`src/design/usm_pkg.sv`:
```
// shared constants, carriers and helpers for the quad serial pin block
package usm_pkg;

  // ---------------------------------------------------------------
  // channel count and timing
  // ---------------------------------------------------------------
  localparam int          CHANNELS     = 4;
  localparam int          CLK_HZ       = 50_000_000;
  localparam int          BAUD_HZ      = 115_200;
  localparam logic [15:0] BIT_CYC      = 16'(CLK_HZ / BAUD_HZ);
  localparam logic [15:0] HALF_CYC     = 16'(CLK_HZ / BAUD_HZ / 2);
  // infrared pulse is three sixteenths of a bit
  localparam logic [15:0] IR_PULSE_CYC = 16'(CLK_HZ / BAUD_HZ * 3 / 16);
  // decoder holds a received pulse as a low level for three quarters of a bit
  localparam logic [15:0] STRETCH_CYC  = 16'(CLK_HZ / BAUD_HZ * 3 / 4);
  localparam logic [15:0] CNT_ZERO     = 16'h0000;
  localparam logic [15:0] CNT_ONE      = 16'h0001;
  localparam int          DATA_W       = 8;
  localparam logic [3:0]  LAST_BIT     = 4'h7;
  localparam logic [3:0]  BIT_ZERO     = 4'h0;
  localparam logic [3:0]  BIT_ONE      = 4'h1;
  localparam int          FIFO_DEPTH   = 4;

  // ---------------------------------------------------------------
  // line levels
  // ---------------------------------------------------------------
  localparam logic NRZ_IDLE = 1'b1;
  localparam logic IR_IDLE  = 1'b0;
  localparam logic PIN_OFF  = 1'b1;

  // ---------------------------------------------------------------
  // carriers
  // ---------------------------------------------------------------
  typedef struct packed {
    logic ir_select;
    logic rx_invert;
    logic rts_on;
    logic dtr_on;
    logic auto_rts;
    logic auto_cts;
  } usm_chan_cfg_t;

  typedef struct packed {
    logic cts;
    logic dsr;
    logic cd;
    logic ri;
  } usm_modem_stat_t;

  localparam usm_modem_stat_t STAT_RESET = '0;

  typedef enum logic [1:0] {
    TX_IDLE  = 2'b00,
    TX_START = 2'b01,
    TX_DATA  = 2'b10,
    TX_STOP  = 2'b11
  } usm_tx_state_t;

  typedef enum logic [1:0] {
    RX_IDLE  = 2'b00,
    RX_START = 2'b01,
    RX_DATA  = 2'b10,
    RX_STOP  = 2'b11
  } usm_rx_state_t;

  function automatic logic usm_bit_done(input logic [15:0] cnt);
    return cnt == BIT_CYC - CNT_ONE;
  endfunction

endpackage

```
`src/design/usm_serial_pins.sv`:
```
// quad serial channel pin logic: nrz or infrared line, modem and flow-control pins
//
// Notes on behaviour
// - with infrared select low a channel sends and receives plain nrz serial data.
// - in nrz mode the transmit pin is high during reset and whenever nothing is sent.
// - with infrared select high transmit and receive use irda coding and the pin idles low.
// - the dedicated infrared transmit pin always carries irda coded data and idles low.
// - infrared receive idles low and a software bit may invert it before the decoder.
// - the active-low rts pin is a general output that auto rts can release while data waits.
// - the active-low cts pin is a general input and can gate the start of each sent byte.
// - the active-low dtr pin is driven from software as modem control or general output.
// - dsr, cd and ri are sampled and reported either as modem status or general inputs.
`timescale 1ns/1ps
module usm_serial_pins (
  // clock and reset
  input  wire logic                                               clk,
  input  wire logic                                               reset_n,
  // per-channel configuration
  input  wire usm_pkg::usm_chan_cfg_t [usm_pkg::CHANNELS-1:0]     chan_cfg,
  // transmit byte stream from the user side
  input  wire logic [usm_pkg::CHANNELS-1:0]                       tx_valid,
  input  wire logic [usm_pkg::CHANNELS-1:0][usm_pkg::DATA_W-1:0]  tx_data,
  output logic      [usm_pkg::CHANNELS-1:0]                       tx_ready,
  // received bytes to the user side
  output logic      [usm_pkg::CHANNELS-1:0]                       rx_valid,
  output logic      [usm_pkg::CHANNELS-1:0][usm_pkg::DATA_W-1:0]  rx_data,
  output logic      [usm_pkg::CHANNELS-1:0]                       rx_frame_err,
  input  wire logic [usm_pkg::CHANNELS-1:0]                       rx_ready,
  // serial line pins
  output logic      [usm_pkg::CHANNELS-1:0]                       tx_out,
  output logic      [usm_pkg::CHANNELS-1:0]                       infrared_tx_out,
  input  wire logic [usm_pkg::CHANNELS-1:0]                       rx_in,
  // modem pins, active low
  output logic      [usm_pkg::CHANNELS-1:0]                       rts_n,
  output logic      [usm_pkg::CHANNELS-1:0]                       dtr_n,
  input  wire logic [usm_pkg::CHANNELS-1:0]                       cts_n,
  input  wire logic [usm_pkg::CHANNELS-1:0]                       dsr_n,
  input  wire logic [usm_pkg::CHANNELS-1:0]                       carrier_detect_n,
  input  wire logic [usm_pkg::CHANNELS-1:0]                       ring_indicator_n,
  // sampled modem status, active high
  output usm_pkg::usm_modem_stat_t [usm_pkg::CHANNELS-1:0]        modem_stat
);

  for (genvar ch = 0; ch < usm_pkg::CHANNELS; ch++) begin : g_chan
    usm_pkg::usm_chan_cfg_t          cfg;
    logic                            f_valid;
    logic [usm_pkg::DATA_W-1:0]      f_data;
    logic                            f_ready;
    logic                            cts_ok;
    logic                            ir_enc;
    logic                            rx_raw;
    usm_pkg::usm_tx_state_t          tx_state_reg;
    logic [15:0]                     tx_cnt_reg;
    logic [3:0]                      tx_bit_reg;
    logic [usm_pkg::DATA_W-1:0]      tx_sh_reg;
    logic                            tx_line_reg;
    logic                            tx_out_reg;
    logic                            ir_out_reg;
    logic [15:0]                     stretch_reg;
    logic                            rx_line_reg;
    usm_pkg::usm_rx_state_t          rx_state_reg;
    logic [15:0]                     rx_cnt_reg;
    logic [3:0]                      rx_bit_reg;
    logic [usm_pkg::DATA_W-1:0]      rx_sh_reg;
    logic                            rx_done_reg;
    logic                            rx_bad_reg;
    logic                            rx_valid_reg;
    logic [usm_pkg::DATA_W-1:0]      rx_data_reg;
    logic                            rx_err_reg;
    logic                            rts_n_reg;
    logic                            dtr_n_reg;
    usm_pkg::usm_modem_stat_t        stat_reg;

    assign cfg = chan_cfg[ch];

    // ---------------------------------------------------------------
    // transmit buffer
    // ---------------------------------------------------------------
    usm_fifo #(
      .WIDTH (usm_pkg::DATA_W),
      .DEPTH (usm_pkg::FIFO_DEPTH)
    ) u_tx_fifo (
      .clk       (clk),
      .reset_n   (reset_n),
      .in_valid  (tx_valid[ch]),
      .in_data   (tx_data[ch]),
      .in_ready  (tx_ready[ch]),
      .out_valid (f_valid),
      .out_data  (f_data),
      .out_ready (f_ready)
    );

    // cts is only looked at between bytes, so a byte already started always completes
    assign cts_ok  = !cfg.auto_cts || !cts_n[ch];
    assign f_ready = (tx_state_reg == usm_pkg::TX_IDLE) && cts_ok;

    // ---------------------------------------------------------------
    // transmit serialiser
    // ---------------------------------------------------------------
    always_ff @(posedge clk) begin
      if (!reset_n) begin
        tx_state_reg <= usm_pkg::TX_IDLE;
        tx_cnt_reg   <= usm_pkg::CNT_ZERO;
        tx_bit_reg   <= usm_pkg::BIT_ZERO;
        tx_sh_reg    <= '0;
        tx_line_reg  <= usm_pkg::NRZ_IDLE;
      end else begin
        case (tx_state_reg)
          usm_pkg::TX_IDLE: begin
            tx_line_reg <= usm_pkg::NRZ_IDLE;
            tx_cnt_reg  <= usm_pkg::CNT_ZERO;
            if (f_valid && f_ready) begin
              tx_sh_reg    <= f_data;
              tx_line_reg  <= 1'b0;
              tx_state_reg <= usm_pkg::TX_START;
            end
          end
          usm_pkg::TX_START: begin
            if (usm_pkg::usm_bit_done(tx_cnt_reg)) begin
              tx_cnt_reg   <= usm_pkg::CNT_ZERO;
              tx_bit_reg   <= usm_pkg::BIT_ZERO;
              tx_line_reg  <= tx_sh_reg[0];
              tx_state_reg <= usm_pkg::TX_DATA;
            end else begin
              tx_cnt_reg <= tx_cnt_reg + usm_pkg::CNT_ONE;
            end
          end
          usm_pkg::TX_DATA: begin
            if (usm_pkg::usm_bit_done(tx_cnt_reg)) begin
              tx_cnt_reg <= usm_pkg::CNT_ZERO;
              if (tx_bit_reg == usm_pkg::LAST_BIT) begin
                tx_line_reg  <= usm_pkg::NRZ_IDLE;
                tx_state_reg <= usm_pkg::TX_STOP;
              end else begin
                tx_bit_reg  <= tx_bit_reg + usm_pkg::BIT_ONE;
                tx_sh_reg   <= tx_sh_reg >> 1;
                tx_line_reg <= tx_sh_reg[1];
              end
            end else begin
              tx_cnt_reg <= tx_cnt_reg + usm_pkg::CNT_ONE;
            end
          end
          usm_pkg::TX_STOP: begin
            if (usm_pkg::usm_bit_done(tx_cnt_reg)) begin
              tx_cnt_reg   <= usm_pkg::CNT_ZERO;
              tx_state_reg <= usm_pkg::TX_IDLE;
            end else begin
              tx_cnt_reg <= tx_cnt_reg + usm_pkg::CNT_ONE;
            end
          end
          default: begin
            tx_state_reg <= usm_pkg::TX_IDLE;
          end
        endcase
      end
    end

    // pulse at the head of every zero bit, start bit included
    assign ir_enc = (tx_state_reg != usm_pkg::TX_IDLE) && !tx_line_reg
                    && (tx_cnt_reg < usm_pkg::IR_PULSE_CYC);

    // ---------------------------------------------------------------
    // transmit pins
    // ---------------------------------------------------------------
    always_ff @(posedge clk) begin
      if (!reset_n) begin
        tx_out_reg <= usm_pkg::NRZ_IDLE;
        ir_out_reg <= usm_pkg::IR_IDLE;
      end else begin
        tx_out_reg <= cfg.ir_select ? ir_enc : tx_line_reg;
        ir_out_reg <= ir_enc;
      end
    end

    // ---------------------------------------------------------------
    // receive front end and infrared decoder
    // ---------------------------------------------------------------
    assign rx_raw = rx_in[ch] ^ (cfg.ir_select && cfg.rx_invert);

    always_ff @(posedge clk) begin
      if (!reset_n) begin
        stretch_reg <= usm_pkg::CNT_ZERO;
        rx_line_reg <= usm_pkg::NRZ_IDLE;
      end else if (cfg.ir_select) begin
        // a short pulse becomes a low level long enough to cover mid-bit sampling
        if (rx_raw) begin
          stretch_reg <= usm_pkg::STRETCH_CYC;
        end else if (stretch_reg != usm_pkg::CNT_ZERO) begin
          stretch_reg <= stretch_reg - usm_pkg::CNT_ONE;
        end
        rx_line_reg <= !(rx_raw || stretch_reg != usm_pkg::CNT_ZERO);
      end else begin
        stretch_reg <= usm_pkg::CNT_ZERO;
        rx_line_reg <= rx_raw;
      end
    end

    // ---------------------------------------------------------------
    // receive deserialiser
    // ---------------------------------------------------------------
    always_ff @(posedge clk) begin
      if (!reset_n) begin
        rx_state_reg <= usm_pkg::RX_IDLE;
        rx_cnt_reg   <= usm_pkg::CNT_ZERO;
        rx_bit_reg   <= usm_pkg::BIT_ZERO;
        rx_sh_reg    <= '0;
        rx_done_reg  <= 1'b0;
        rx_bad_reg   <= 1'b0;
      end else begin
        rx_done_reg <= 1'b0;
        rx_bad_reg  <= 1'b0;
        case (rx_state_reg)
          usm_pkg::RX_IDLE: begin
            rx_cnt_reg <= usm_pkg::CNT_ZERO;
            if (!rx_line_reg) begin
              rx_state_reg <= usm_pkg::RX_START;
            end
          end
          usm_pkg::RX_START: begin
            if (rx_cnt_reg == usm_pkg::HALF_CYC - usm_pkg::CNT_ONE) begin
              rx_cnt_reg   <= usm_pkg::CNT_ZERO;
              rx_bit_reg   <= usm_pkg::BIT_ZERO;
              // a glitch shorter than half a bit is dropped
              rx_state_reg <= rx_line_reg ? usm_pkg::RX_IDLE : usm_pkg::RX_DATA;
            end else begin
              rx_cnt_reg <= rx_cnt_reg + usm_pkg::CNT_ONE;
            end
          end
          usm_pkg::RX_DATA: begin
            if (usm_pkg::usm_bit_done(rx_cnt_reg)) begin
              rx_cnt_reg <= usm_pkg::CNT_ZERO;
              rx_sh_reg  <= {rx_line_reg, rx_sh_reg[usm_pkg::DATA_W-1:1]};
              if (rx_bit_reg == usm_pkg::LAST_BIT) begin
                rx_state_reg <= usm_pkg::RX_STOP;
              end else begin
                rx_bit_reg <= rx_bit_reg + usm_pkg::BIT_ONE;
              end
            end else begin
              rx_cnt_reg <= rx_cnt_reg + usm_pkg::CNT_ONE;
            end
          end
          usm_pkg::RX_STOP: begin
            if (usm_pkg::usm_bit_done(rx_cnt_reg)) begin
              rx_cnt_reg   <= usm_pkg::CNT_ZERO;
              rx_state_reg <= usm_pkg::RX_IDLE;
              rx_done_reg  <= rx_line_reg;
              rx_bad_reg   <= !rx_line_reg;
            end else begin
              rx_cnt_reg <= rx_cnt_reg + usm_pkg::CNT_ONE;
            end
          end
          default: begin
            rx_state_reg <= usm_pkg::RX_IDLE;
          end
        endcase
      end
    end

    // ---------------------------------------------------------------
    // receive holding register; a new byte overwrites an unread one
    // ---------------------------------------------------------------
    always_ff @(posedge clk) begin
      if (!reset_n) begin
        rx_valid_reg <= 1'b0;
        rx_data_reg  <= '0;
        rx_err_reg   <= 1'b0;
      end else begin
        rx_err_reg <= rx_bad_reg;
        if (rx_done_reg) begin
          rx_valid_reg <= 1'b1;
          rx_data_reg  <= rx_sh_reg;
        end else if (rx_ready[ch]) begin
          rx_valid_reg <= 1'b0;
        end
      end
    end

    // ---------------------------------------------------------------
    // modem pins and status
    // ---------------------------------------------------------------
    always_ff @(posedge clk) begin
      if (!reset_n) begin
        rts_n_reg <= usm_pkg::PIN_OFF;
        dtr_n_reg <= usm_pkg::PIN_OFF;
        stat_reg  <= usm_pkg::STAT_RESET;
      end else begin
        // auto rts only releases the pin; software must have asserted it first
        rts_n_reg <= !(cfg.rts_on && !(cfg.auto_rts && rx_valid_reg));
        dtr_n_reg <= !cfg.dtr_on;
        stat_reg  <= '{cts: !cts_n[ch], dsr: !dsr_n[ch],
                       cd: !carrier_detect_n[ch], ri: !ring_indicator_n[ch]};
      end
    end

    assign tx_out[ch]          = tx_out_reg;
    assign infrared_tx_out[ch] = ir_out_reg;
    assign rx_valid[ch]        = rx_valid_reg;
    assign rx_data[ch]         = rx_data_reg;
    assign rx_frame_err[ch]    = rx_err_reg;
    assign rts_n[ch]           = rts_n_reg;
    assign dtr_n[ch]           = dtr_n_reg;
    assign modem_stat[ch]      = stat_reg;
  end

endmodule

```
`src/design/usm_fifo.sv`:
```
// small synchronous fifo with valid and ready on both sides
`timescale 1ns/1ps
module usm_fifo #(
  parameter int WIDTH = 8,
  parameter int DEPTH = 4
) (
  // clock and reset
  input  wire logic             clk,
  input  wire logic             reset_n,
  // fill side
  input  wire logic             in_valid,
  input  wire logic [WIDTH-1:0] in_data,
  output logic                  in_ready,
  // drain side
  output logic                  out_valid,
  output logic      [WIDTH-1:0] out_data,
  input  wire logic             out_ready
);
  localparam int PW = (DEPTH > 1) ? $clog2(DEPTH) : 1;
  localparam logic [PW:0]   FULL_CNT = (PW + 1)'(DEPTH);
  localparam logic [PW-1:0] LAST_PTR = PW'(DEPTH - 1);
  localparam logic [PW-1:0] PTR_ONE  = PW'(1);
  localparam logic [PW:0]   CNT_ONE  = (PW + 1)'(1);

  logic [WIDTH-1:0] mem_reg [DEPTH];
  logic [PW-1:0]    wr_ptr_reg;
  logic [PW-1:0]    rd_ptr_reg;
  logic [PW:0]      count_reg;
  logic             push;
  logic             pop;

  assign in_ready  = count_reg != FULL_CNT;
  assign out_valid = count_reg != '0;
  assign out_data  = mem_reg[rd_ptr_reg];
  assign push      = in_valid && in_ready;
  assign pop       = out_valid && out_ready;

  always_ff @(posedge clk) begin
    if (push) begin
      mem_reg[wr_ptr_reg] <= in_data;
    end
  end

  always_ff @(posedge clk) begin
    if (!reset_n) begin
      wr_ptr_reg <= '0;
      rd_ptr_reg <= '0;
      count_reg  <= '0;
    end else begin
      if (push) begin
        wr_ptr_reg <= (wr_ptr_reg == LAST_PTR) ? '0 : wr_ptr_reg + PTR_ONE;
      end
      if (pop) begin
        rd_ptr_reg <= (rd_ptr_reg == LAST_PTR) ? '0 : rd_ptr_reg + PTR_ONE;
      end
      if (push && !pop) begin
        count_reg <= count_reg + CNT_ONE;
      end else if (pop && !push) begin
        count_reg <= count_reg - CNT_ONE;
      end
    end
  end

endmodule

```
`config.mk`:
```
export PLATFORM = sky130hd
export DESIGN_NAME = usm_serial_pins
export DESIGN_NICKNAME = d
export VERILOG_FILES = /design/src/design/usm_pkg.sv /design/src/design/usm_serial_pins.sv /design/src/design/usm_fifo.sv
export SDC_FILE = /design/constraint.sdc
export NUM_CORES = 1
export LEC_CHECK = 0
export BUFFER_PORTS_ARGS = -buffer_cell sky130_fd_sc_hd__buf_4
export CORE_ASPECT_RATIO = 0.5
export CORE_MARGIN = 2
export CORE_UTILIZATION = 55
export CTS_BUF_LIST = sky130_fd_sc_hd__clkbuf_8 sky130_fd_sc_hd__clkbuf_16
export DETAILED_ROUTE_END_ITERATION = 16
export GPL_TIMING_DRIVEN = 0
export PLACE_DENSITY = 0.74
export SLEW_MARGIN = 40
export SYNTH_ARGS = -nofsm -noshare
export SYNTH_HDL_FRONTEND = slang
export SYNTH_SLANG_ARGS = --single-unit
```
`constraint.sdc`:
```
create_clock -name clk -period 2.49 [get_ports clk]
set_clock_uncertainty 0.1 [all_clocks]
set_input_delay 0.1245 -clock clk [delete_from_list [all_inputs] [get_ports clk]]
set_output_delay 0.1245 -clock clk [all_outputs]
set_load 0.03 [all_outputs]
```
Yosys cells after proc, flatten, opt, wreduce, memory -nomap -nowiden
Memory sizes are Yosys's and may differ from the RTL's. A register that Yosys moved wholly into a read port is not among the register bits.
Index checks and enable logic that the tools add are counted.
{ "word_totals": {"word_cells": 661, "n_memories": 4, "output_inout_bits": 76, "mem_bits_ro": 0, "input_bits": 86, "register_bits": 420, "ram_bits": 128, "latchBits": 0} }
{ "classes": {"n_reduce_logical": 196, "add_sub_neg": 36, "shifts": 0, "bitwise_logic": 9, "muxes": 196, "div_mod_pow": 0, "n_lt_le_gt_ge": 4, "eq_ne": 104, "multipliers": 0} }
{ "mem_list": {"columns": ["memory", "words", "word_bits", "rd", "rd_clocked_by_memory_dff", "wr", "line", "source"], "rows": [
  ["g_chan[0].u_tx_fifo.mem_reg", 4, 8, 1, 1, 1, "usm_fifo.sv:25", "logic [WIDTH-1:0] mem_reg [DEPTH];"],
  ["g_chan[1].u_tx_fifo.mem_reg", 4, 8, 1, 1, 1, "usm_fifo.sv:25", null],
  ["g_chan[2].u_tx_fifo.mem_reg", 4, 8, 1, 1, 1, "usm_fifo.sv:25", null],
  ["g_chan[3].u_tx_fifo.mem_reg", 4, 8, 1, 1, 1, "usm_fifo.sv:25", null]
]} }
{ "op_table": {"columns": ["cell", "n"], "rows": [
  ["$mux 16", 12],
  ["$pmux 16 s3", 4],
  ["$add 16x1->16 const B", 8],
  ["$eq 16x9->1 const B", 8],
  ["$pmux 16 s2", 4],
  ["$mux 2", 60],
  ["$mux 4", 24],
  ["$mux 8", 12],
  ["$ne 2x2->1 const B", 44],
  ["$mux 9", 8],
  ["$eq 16x8->1 const B", 4],
  ["$lt 16x7->1 const B", 4],
  ["$pmux 2 s4", 8],
  ["$pmux 4 s2", 8],
  ["$pmux 8 s2", 4],
  ["$reduce_bool 16->1", 4],
  ["$sub 16x1->16 const B", 4],
  ["$reduce_bool 2->1", 28],
  ["$logic_not 1->1", 52],
  ["$eq 2x2->1 const B", 24],
  ["$reduce_and 4->1", 12],
  ["$logic_and 1x1->1", 40],
  ["$mux 1", 40],
  ["$reduce_and 5->1", 8],
  ["19 further kinds", 121]
]} }

Logic depth before layout (Yosys ltp)
Gate-level depths: netlist (run 1).
{ "depth": {"ltp_word": 7, "depth_mapped": 10} }

Modules after synthesis
From an unflattened synthesis (run 1), not the netlist that was laid out.
{ "unflattened": {"cells_unflattened": 2353, "hier_area_um2": 24131.9} }
{ "modules_own_cells": {"columns": ["module", "instances", "area_per_inst_um2", "cells_each"], "rows": [
  ["usm_serial_pins", 1, 17590.6, 1981],
  ["usm_fifo", 4, 1635.3, 93]
]} }

Worst setup path before layout (run 1)
OpenSTA, ideal clock, no wires.
{ "synth_timing": {"path_kind": "register -> register", "start": "register g_chan[2].u_tx_fifo.count_reg[0]", "end": "register g_chan[2].u_tx_fifo.count_reg[2]", "t_arrival_ns": 2.279, "path_slack_ns": 0.041, "n_path_buf": 0, "path_stages_with_launch": 8, "required_ns": 2.320, "path_cell_list": "dfxtp_1 -> o311ai_1 -> ha_1 -> inv_1 -> fa_1 -> xor2_1 -> or3_1 -> a21oi_1"} }
{ "synth_between": {"elab_chain_len": 5, "word_cells_on_any_way": 13, "cone_classes": "add/sub (2); eq/ne (1); mux (2); reduce/logical (8)"} }
{ "synth_rtl": {"columns": ["element", "line", "source"], "rows": [
  ["from (decl)", "usm_fifo.sv:28", "logic [PW:0] count_reg;"],
  ["from (signal assigned)", "usm_fifo.sv:57", "count_reg <= count_reg + CNT_ONE;"],
  ["from (signal assigned)", "usm_fifo.sv:59", "count_reg <= count_reg - CNT_ONE;"],
  ["parallel branches: the longest is 5 deep, another holds $sub 3x1->3", null, null]
]} }
Parallel ways; which one is timed is not known. The select of a mux whose other input is x is not followed.
A chain may end at the register's enable or synchronous reset.

Worst setup path in the final report (run 1)
{ "layout_timing": {"start": "register g_chan[3].stretch_reg[3]", "end": "register g_chan[3].stretch_reg[14]"} }
{ "layout_between": {"elab_chain_len": 1, "word_cells_on_any_way": 2, "cone_classes": "add/sub (1); reduce/logical (1)"} }
{ "layout_rtl": {"columns": ["element", "line", "source"], "rows": [
  ["from (decl)", "usm_serial_pins.sv:59", "logic [15:0] stretch_reg;"],
  ["from (signal assigned)", "usm_serial_pins.sv:182", "stretch_reg <= usm_pkg::CNT_ZERO;"],
  ["from (signal assigned)", "usm_serial_pins.sv:187", "stretch_reg <= usm_pkg::STRETCH_CYC;"],
  ["from (signal assigned)", "usm_serial_pins.sv:189", "stretch_reg <= stretch_reg - usm_pkg::CNT_ONE;"],
  ["$sub 16x1->16 / $reduce_bool 16->1 (equally long branches)", "usm_serial_pins.sv:189, usm_serial_pins.sv:188", null]
]} }
Parallel ways exist; a longest one is shown, timed or not.

==> results by group, run 1 <==
Run status
  • Status: finished with violations
  • Violated checks: negative hold slack

Power and ir drop
  • Reg power frac: 0.435
  • Sw Pwr: 7.47 mW
  • Comb pwr share: 0.268
  • Switching portion of total power: 0.303
  • Pwr Density: 862 nW/um2
  • Leakage dissipation: 10.9 nW
  • Internal power: 17.2 mW
  • Clock power share: 0.297
  • Worst IR drop on VDD: 0.498 mV

Global route
  • Vias in the first global route: 16300
  • Initial antenna violation count: 2
  • First-pass GRT wire length: 80900 um
  • Total track usage: 0.218
  • Largest net degree at the start of global routing: 16
  • Total gr overflow: 0

Setup path
  • Crit path DAT: 2.77 ns
  • Crit path kind: reg2reg
  • CP Max Fanout: 5
  • Critical Path Start: g_chan[3].stretch_reg[3]$_SDFFE_PP0P_
  • Setup crit start kind: flip-flop
  • Reg2reg start: g_chan[3].stretch_reg[3]$_SDFFE_PP0P_
  • Crit path required time: 2.82 ns
  • Element type at the critical path end: flip-flop

Die
  • Starting Density: 0.554
  • Core footprint: 43300 um2
  • Die area: 45400 um2
  • IO Pins: 162
  • Number of cell rows: 54
  • Chip Height: 152 um
  • Die X: 299 um

Timing
  • Slew Limit Fails: 0
  • Slew HR: 0.434
  • # setup viols final: 0
  • RSZ-0062 raised after global routing: true
  • Worst Max-Slew Pin Slew: 0.842 ns
  • Final setup TNS: 0 ns
  • Final period util: 0.978
  • Fmax: 0.410 GHz
  • Setup ws final: 0.0539 ns
  • Fin crit period: 2.44 ns
  • WHS: -0.0124 ns
  • Endpoints failing hold: 2

Detailed routing
  • Vias per inst: 5.37
  • Drt drc: 0
  • Vias: 17500
  • WL final: 50800 um
  • DRT antenna net count: 0
  • Initial DRT Pass Iterations: 5
  • Routed len/inst: 15.6 um
  • DR iter-0 viols: 1075

Synthesis
  • Synth Instances: 2328
  • Count leader, synth: dfxtp_1
  • Synthesized area per cell: 10.3 um2
  • Distinct cells, synth: 74
  • Synth top area share: 0.357
  • Top_reg_cell synth: dfxtp_1
  • Flops & latches, synth: 556
  • Top post-synthesis cells by count: 428 x dfxtp_1, 348 x nor2_1, 181 x nand2_1, 128 x edfxtp_1, 128 x mux2i_1
  • Mapped Nets: 2501
  • Area leader, netlist: dfxtp_1
  • Async SR Flop Fraction: 0
  • Top post-synthesis cells by area: dfxtp_1 36%, edfxtp_1 16%, nor2_1 5.4%
  • Number of flops mapped to enable cells by yosys: 128
  • Post-synthesis sequential area ratio: 0.518
  • Post-synth design cell area: 24000 um2
  • Synth warn: 0

Layout
  • FF+latch area: 12400 um2
  • Ant. Diodes: 0
  • Multi-input logic area: 11000 um2
  • Nets: 2799
  • Final Core Density: 0.660
  • Synthesis-to-finish area growth: 19.3%
  • Number of flip-flops in the largest register: 128
  • Fraction of layout cells with a size suffix above 1: 0.151
  • Fillers: 3289

Min path
  • Worst min-delay path class: in2reg
  • HP Start: tx_valid[2]

Placement
  • Placer Congestion: 0.832
  • Pre-CTS WS: -0.369 ns
  • HPWL after DPL: 34300 um
  • Port buffer count: 161

Clocking
  • Num Clock Sinks: 556
  • Clock Tree Buf Depth: 3
  • H-tree lvl count: 2
  • CTS tree: done
  • Clk Latency, worst-skew pair: 0.56 ns
  • CTS Buf Count: 48
  • Clk pin slew, worst setup/hold paths: 0.07 ns
  • CTS root buffer: clkbuf_16

Job
  • Max-cap violations: 0
-- kinds of logic after synthesis --
| logic type | Yosys count | synth area share |
|---|---|---|
| simple gates | 930 | 0.191 |
| flops | 556 | 0.518 |
| compound gates | 220 | 0.0586 |
| buf+inv | 196 | 0.0355 |
| mux | 170 | 0.0887 |
| xor+xnor | 169 | 0.0617 |
| fa+ha+maj | 87 | 0.0467 |
-- what timing repair did --
action                                  in CTS  in global routing
hold buffers                                77                  2
setup buffers                                4                 11
pin swaps                                    4                 13
hold endpoints to repair                   189                  3
endpoints found under the setup margin      39                 88
resized for setup                           19                 45
-- critical path, stage by stage (launching register included) --
cell     delay, ns
dfxtp_2       0.34
or4_1         0.49
buf_2         0.17
or4_4         0.46
or4_4         0.55
xor2_1        0.15
nor2_1        0.05
-- placed cells by master, fill, tap and decap left out, drive strengths merged, types with 13 or more instances in the layout --
cell type	n
or4	16
mux2i	128
nand2	181
inv	102
buf	212
a311oi	15
a21oi	86
xnor2	82
nand4	31
nand3b	14
a211oi	13
dfxtp	428
dlygate4sd3	79
and2	20
edfxtp	128
o21ai	42
nor4	39
ha	83
xor2	87
or3	29
nor3	43
nand2b	13
nor2	348
and3	41
mux4	33
nor2b	13
nand3	78
clkbuf	125
-- metrics by stage --
| step | cells | hold slack [ns] | instance area [um2] | total power [mW] |
|---|---|---|---|---|
| global placement | 3077 | 0.175 | 25900 | 16.8 |
| finish | 3250 | -0.0124 | 28600 | 24.6 |
| floorplan | 2328 | 0.0912 | 24000 | 15.5 |
| global route | 3250 | 0.00748 | 28600 | 25.9 |
| CTS | 3243 | 0.000289 | 28400 | 24.6 |
| detailed placement | 3077 | 0.177 | 26000 | 17.0 |
-- power groups by stage --
stage	clock (mW)	combinational, mW	sequential (mW)
4_1_cts	7.45	6.45	10.7
2_1_floorplan	0	4.75	10.7
3_3_place_gp	0	5.99	10.8
3_5_place_dp	0	6.17	10.9
6_report	7.32	6.61	10.7
5_1_grt	7.84	7.29	10.8
-- per-layer routing --
| metal | GRT usage | up-vias | wire length [um] |
|---|---|---|---|
| met5 | 0 | - | 0 |
| met4 | 0.0518 | 0 | 952 |
| met3 | 0.0331 | 71 | 2080 |
| met2 | 0.371 | 322 | 24000 |
| met1 | 0.297 | 8351 | 23700 |
| li1 | - | 8711 | - |
-- path summary, 6_finish.rpt --
path / end / slack (ns) / depth (start not counted)
worst max register to register: g_chan[3].stretch_reg[14]$_SDFFE_PP0P_ / 0.05 / 6
worst max-delay path: g_chan[3].stretch_reg[14]$_SDFFE_PP0P_ / 0.05 / 6
worst min-delay path: g_chan[2].u_tx_fifo.wr_ptr_reg[1]$_SDFFE_PN0P_ / -0.01 / 4
worst min register to register: g_chan[2].rx_err_reg$_SDFF_PN0_ / 0.33 / 1
-- final cells by class --
| type | count | share of cell area |
|---|---|---|
| Buffer | 102 | 0.0180 |
| Clock buffer | 59 | 0.0477 |
| Clock inverter | 27 | 0.00582 |
| Inverter | 87 | 0.0114 |
| Multi-Input combinational cell | 1576 | 0.383 |
| Sequential cell | 556 | 0.435 |
| Tap cell | 588 | 0.0257 |
| Timing Repair Buffer | 255 | 0.0738 |
No activity file was read; power rests on OpenSTA's default activity.
==> run 2: changes to the inputs <==
--- a/config.mk
+++ b/config.mk
@@ -5,6 +5,7 @@
 export SDC_FILE = /design/constraint.sdc
 export NUM_CORES = 1
 export LEC_CHECK = 0
+export ABC_AREA = 1
 export BUFFER_PORTS_ARGS = -buffer_cell sky130_fd_sc_hd__buf_4
 export CORE_ASPECT_RATIO = 0.5
 export CORE_MARGIN = 2
@@ -13,7 +14,7 @@
 export DETAILED_ROUTE_END_ITERATION = 16
 export GPL_TIMING_DRIVEN = 0
 export PLACE_DENSITY = 0.74
-export SLEW_MARGIN = 40
+export SLEW_MARGIN = 10
 export SYNTH_ARGS = -nofsm -noshare
 export SYNTH_HDL_FRONTEND = slang
 export SYNTH_SLANG_ARGS = --single-unit
==> results by group, run 2 <==
Run status
  • Status: finished clean

Synthesis
  • Flops & latches, synth: 556 (unchanged)
  • Synth Area in Adders: 0.0439 (-0.00273)
  • Count leader, synth: nor2_1
  • Area share of and/or/nand/nor cells after synthesis: 0.265 (+0.0741)
  • Mux contribution to synthesized area: 0.00236 (-0.0863)
  • Synth top area share: 0.336 (-0.0209)
  • Async SR Flop Fraction: 0 (unchanged)
  • Post-synthesis compound-gate area fraction: 0.0920 (+0.0334)
  • Largest family of logic cells by synthesized area: simple AND/OR/NAND/NOR gates
  • Distinct cells, synth: 49 (-34%)
  • Top post-synthesis cells by count: 655 x nor2_1, 574 x nand2_1, 428 x dfxtp_1, 328 x inv_1, 190 x a21oi_1
  • Post-synthesis sequential area ratio: 0.487 (-0.0303)
  • Post-synth design cell area: 25500 um2 (+6.2%)
  • Synthesized area per cell: 7.86 um2 (-24%)
  • Mapped Nets: 3412 (+36%)
  • Top post-synthesis cells by area: dfxtp_1 34%, edfxtp_1 15%, nor2_1 9.7%
  • Synth Instances: 3239 (+39%)
  • Synth warn: 0 (unchanged)
  • Area leader, netlist: dfxtp_1
  • Top_reg_cell synth: dfxtp_1
  • Post-Synth XOR/XNOR Area: 0.0358 (-0.0260)
  • Number of flops mapped to enable cells by yosys: 128 (unchanged)

Setup path
  • Setup crit start kind: flip-flop
  • Element type at the critical path end: flip-flop
  • Reg2reg start: g_chan[2].stretch_reg[0]$_SDFFE_PN0N_
  • Worst path max stage delay: 0.56 ns (about the same)
  • Max stage delay cell, worst path: dlygate4sd3_1
  • CP Max Fanout: 7 (+2)
  • Worst r2r path cells: 10 (+4)
  • Worst reg2reg endpoint: g_chan[2].stretch_reg[0]$_SDFFE_PN0N_
  • CP Cell Sequence: inv_1 > ha_1 > nand2_1 > inv_1 > nand2_1 > nor2_2 > nand2_2 > a21oi_1 > a21oi_1 > dlygate4sd3_1
  • Crit path DAT: 2.66 ns (-0.11 ns)
  • Crit path required time: 2.84 ns (+0.02 ns)
  • FF-to-FF setup slack: 0.18 ns (+0.13 ns)
  • Crit path kind: reg2reg

Clocking
  • H-tree lvl count: 2 (unchanged)
  • Clk Latency, worst-skew pair: 0.58 ns (+0.02 ns)
  • Clock Tree Buf Depth: 3 (unchanged)
  • Clk pin slew, worst setup/hold paths: 0.07 ns (about the same)
  • Num Clock Sinks: 556 (unchanged)
  • CTS tree: done
  • CTS root buffer: clkbuf_16
  • CTS Buf Count: 50 (+4.2%)

Detailed routing
  • Vias per inst: 5.15 (-4.1%)
  • Drt drc: 0 (unchanged)
  • Initial DRT Pass Iterations: 5 (unchanged)
  • WL final: 59400 um (+17%)
  • Routed len/inst: 14.2 um (-9.1%)
  • Vias: 21600 (+24%)
  • DR iter-0 viols: 1572 (+46%)
  • DRT antenna net count: 0 (unchanged)

Global route
  • First-pass GRT wire length: 96600 um (+19%)
  • Vias in the first global route: 20300 (+24%)
  • Total gr overflow: 0 (unchanged)
  • Total track usage: 0.244 (+0.0256)
  • Initial antenna violation count: 0 (-2)
  • Largest net degree at the start of global routing: 16 (unchanged)

Timing
  • Slew Limit Fails: 0 (unchanged)
  • Worst Max-Slew Pin Slew: 1.17 ns (+0.333 ns)
  • Fin crit period: 2.31 ns (-0.128 ns)
  • # setup viols final: 0 (unchanged)
  • Slew HR: 0.217 (-0.217)
  • Final period util: 0.927 (-0.0515)
  • Endpoints failing hold: 0 (-2)
  • Fmax: 0.433 GHz (+5.6%)

Min path
  • HP Start: chan_cfg[18]
  • Hold path depth: 6 (+2)
  • Worst min-delay path class: in2reg
  • Hold Path End: g_chan[3].u_tx_fifo.count_reg[1]$_SDFFE_PN0P_

Layout
  • Most common cell after layout, fill and taps aside: nor2_1
  • Fraction of layout cells with a size suffix above 1: 0.111 (-0.0401)
  • Synthesis-to-finish area growth: 18.2%
  • Post-Layout Inst Area: 30100 um2 (+5.2%)
  • Number of flip-flops in the largest register: 128 (unchanged)
  • Most frequent cells in the layout: 655 x nor2_1, 570 x nand2_1, 424 x dfxtp_1
  • Nets: 3719 (+33%)
  • Final cell count without fillers: 4186 (+29%)

Power and ir drop
  • Leakage dissipation: 12.8 nW (+18%)
  • Worst IR drop on VDD: 0.668 mV (+34%)
  • Power after layout: 27.1 mW (+10%)
  • Pwr Density: 900 nW/um2 (+4.5%)

Die
  • Die X: 308 um (+3.0%)
  • Chip Height: 156 um (+3.0%)
  • IO Pins: 162 (unchanged)
  • Die area: 48200 um2 (+6.1%)
  • Number of cell rows: 55 (+1.9%)
  • Core footprint: 45400 um2 (+4.9%)
  • Starting Density: 0.561 (+0.00715)

Placement
  • Post-Place Cell Area: 27400 um2 (+5.6%)
  • HPWL after DPL: 40200 um (+17%)
  • DP Cell Count: 3997 (+30%)
  • Placer Congestion: 0.908 (+9.2%)
  • Port buffer count: 160 (-0.62%)

Job
  • Max-cap violations: 0 (unchanged)
==> run 2: changes by cell type after synthesis, moves of 28 or more <==
cell / before / now
nand2_1: 181 / 574
nor2_1: 348 / 655
inv_1: 86 / 328
o21ai_0: 39 / 171
mux2i_1: 128 / 6
nand3_1: 78 / 186
a21oi_1: 86 / 190
clkbuf_1: 73 / 22
xnor2_1: 82 / 32
and3_1: 41 / 4
buf_2: 3 / 36
mux4_2: 33 / 0
nor4_1: 37 / 7
or3_1: 28 / 0
==> run 2: metrics by stage <==
| stage | hold WS, ns | setup WS (ns) | utilization | TNS (ns) |
|---|---|---|---|---|
| after floorplan | 0.0942 | 0.380 | - | 0 |
| after global placement | 0.180 | -0.0633 | 0.604 | -0.0633 |
| after detailed placement | 0.183 | -0.0657 | 0.604 | -0.0828 |
| after CTS | 0.000627 | 0.00937 | 0.661 | 0 |
| after global routing | 0.0320 | -0.00231 | 0.663 | -0.00231 |
| final | 0.00373 | 0.182 | 0.663 | 0 |
==> run 2: critical path, delay by kind of cell (launching register included) <==
family | cells | cell delay (ns)
flops | 1 | 0.36
buf+inv | 3 | 0.79
simple gates | 4 | 0.51
fa+ha+maj | 1 | 0.22
compound gates | 2 | 0.23
==> run 2: what timing repair did <==
item / 4_1_cts / 5_1_grt
hold buffers: 91 / 2
endpoints found under the setup margin: 2 / 6
buffers inserted: 0 / 2
hold endpoints to repair: 197 / 4
pin swaps: 0 / 2
resized for setup: 2 / 13
==> run 2: logic make-up after synthesis <==
kind of cell               Yosys count
muxes                                6
xor gates and xnor gates           104
DFF                                556
buffers and inverters              442
AOI/OAI and AO/OA                  436
adders and majority gates           87
and+or+nand+nor                   1608
==> run 2: area by class of cell <==
type / count / area (um2)
inverters: 339 / 1270
clock inverters: 34 / 319
repair buffers: 255 / 2150
flip-flops and latches: 556 / 12400
fillers: 3800 / 15300
well taps: 598 / 748
multi-input cells: 2241 / 11200
diodes: 1 / 2.50
clock buffers: 59 / 1390
plain buffers: 103 / 597
==> run 2: worst max path at each step <==
stage	to	slack, ns	start
after floorplan	g_chan[0].u_tx_fifo.count_reg[2]$_SDFFE_PN0P_	0.38	g_chan[0].tx_state_reg[0]$_SDFFE_PN0P_
after global placement	g_chan[0].u_tx_fifo.count_reg[1]$_SDFFE_PN0P_	-0.06	g_chan[0].tx_state_reg[0]$_SDFFE_PN0P_
after detailed placement	g_chan[0].u_tx_fifo.count_reg[1]$_SDFFE_PN0P_	-0.07	g_chan[0].tx_state_reg[0]$_SDFFE_PN0P_
after CTS	g_chan[3].u_tx_fifo.count_reg[2]$_SDFFE_PN0P_	0.009	g_chan[3].tx_state_reg[0]$_SDFFE_PN0P_
after global routing	g_chan[2].u_tx_fifo.count_reg[2]$_SDFFE_PN0P_	-0.002	g_chan[2].tx_state_reg[0]$_SDFFE_PN0P_
final	g_chan[2].stretch_reg[0]$_SDFFE_PN0N_	0.18	g_chan[2].stretch_reg[0]$_SDFFE_PN0N_
==> run 2: report_power, final <==
group          internal [mW]  switching (mW)  leakage (nW)
Clock                   4.59            3.48         0.876
Sequential              10.2           0.621          4.66
Combinational           2.97            5.19          7.31
Total                   17.8            9.29          12.8
==> run 2: layer usage <==
layer  routed length, um  track usage  vias to the layer above
met2               27700        0.415                      502
li1                    -            -                    11100
met1               27200        0.325                     9912
met3                3220       0.0357                      101
met4                1340       0.0695                        0
met5                   0            0                        -
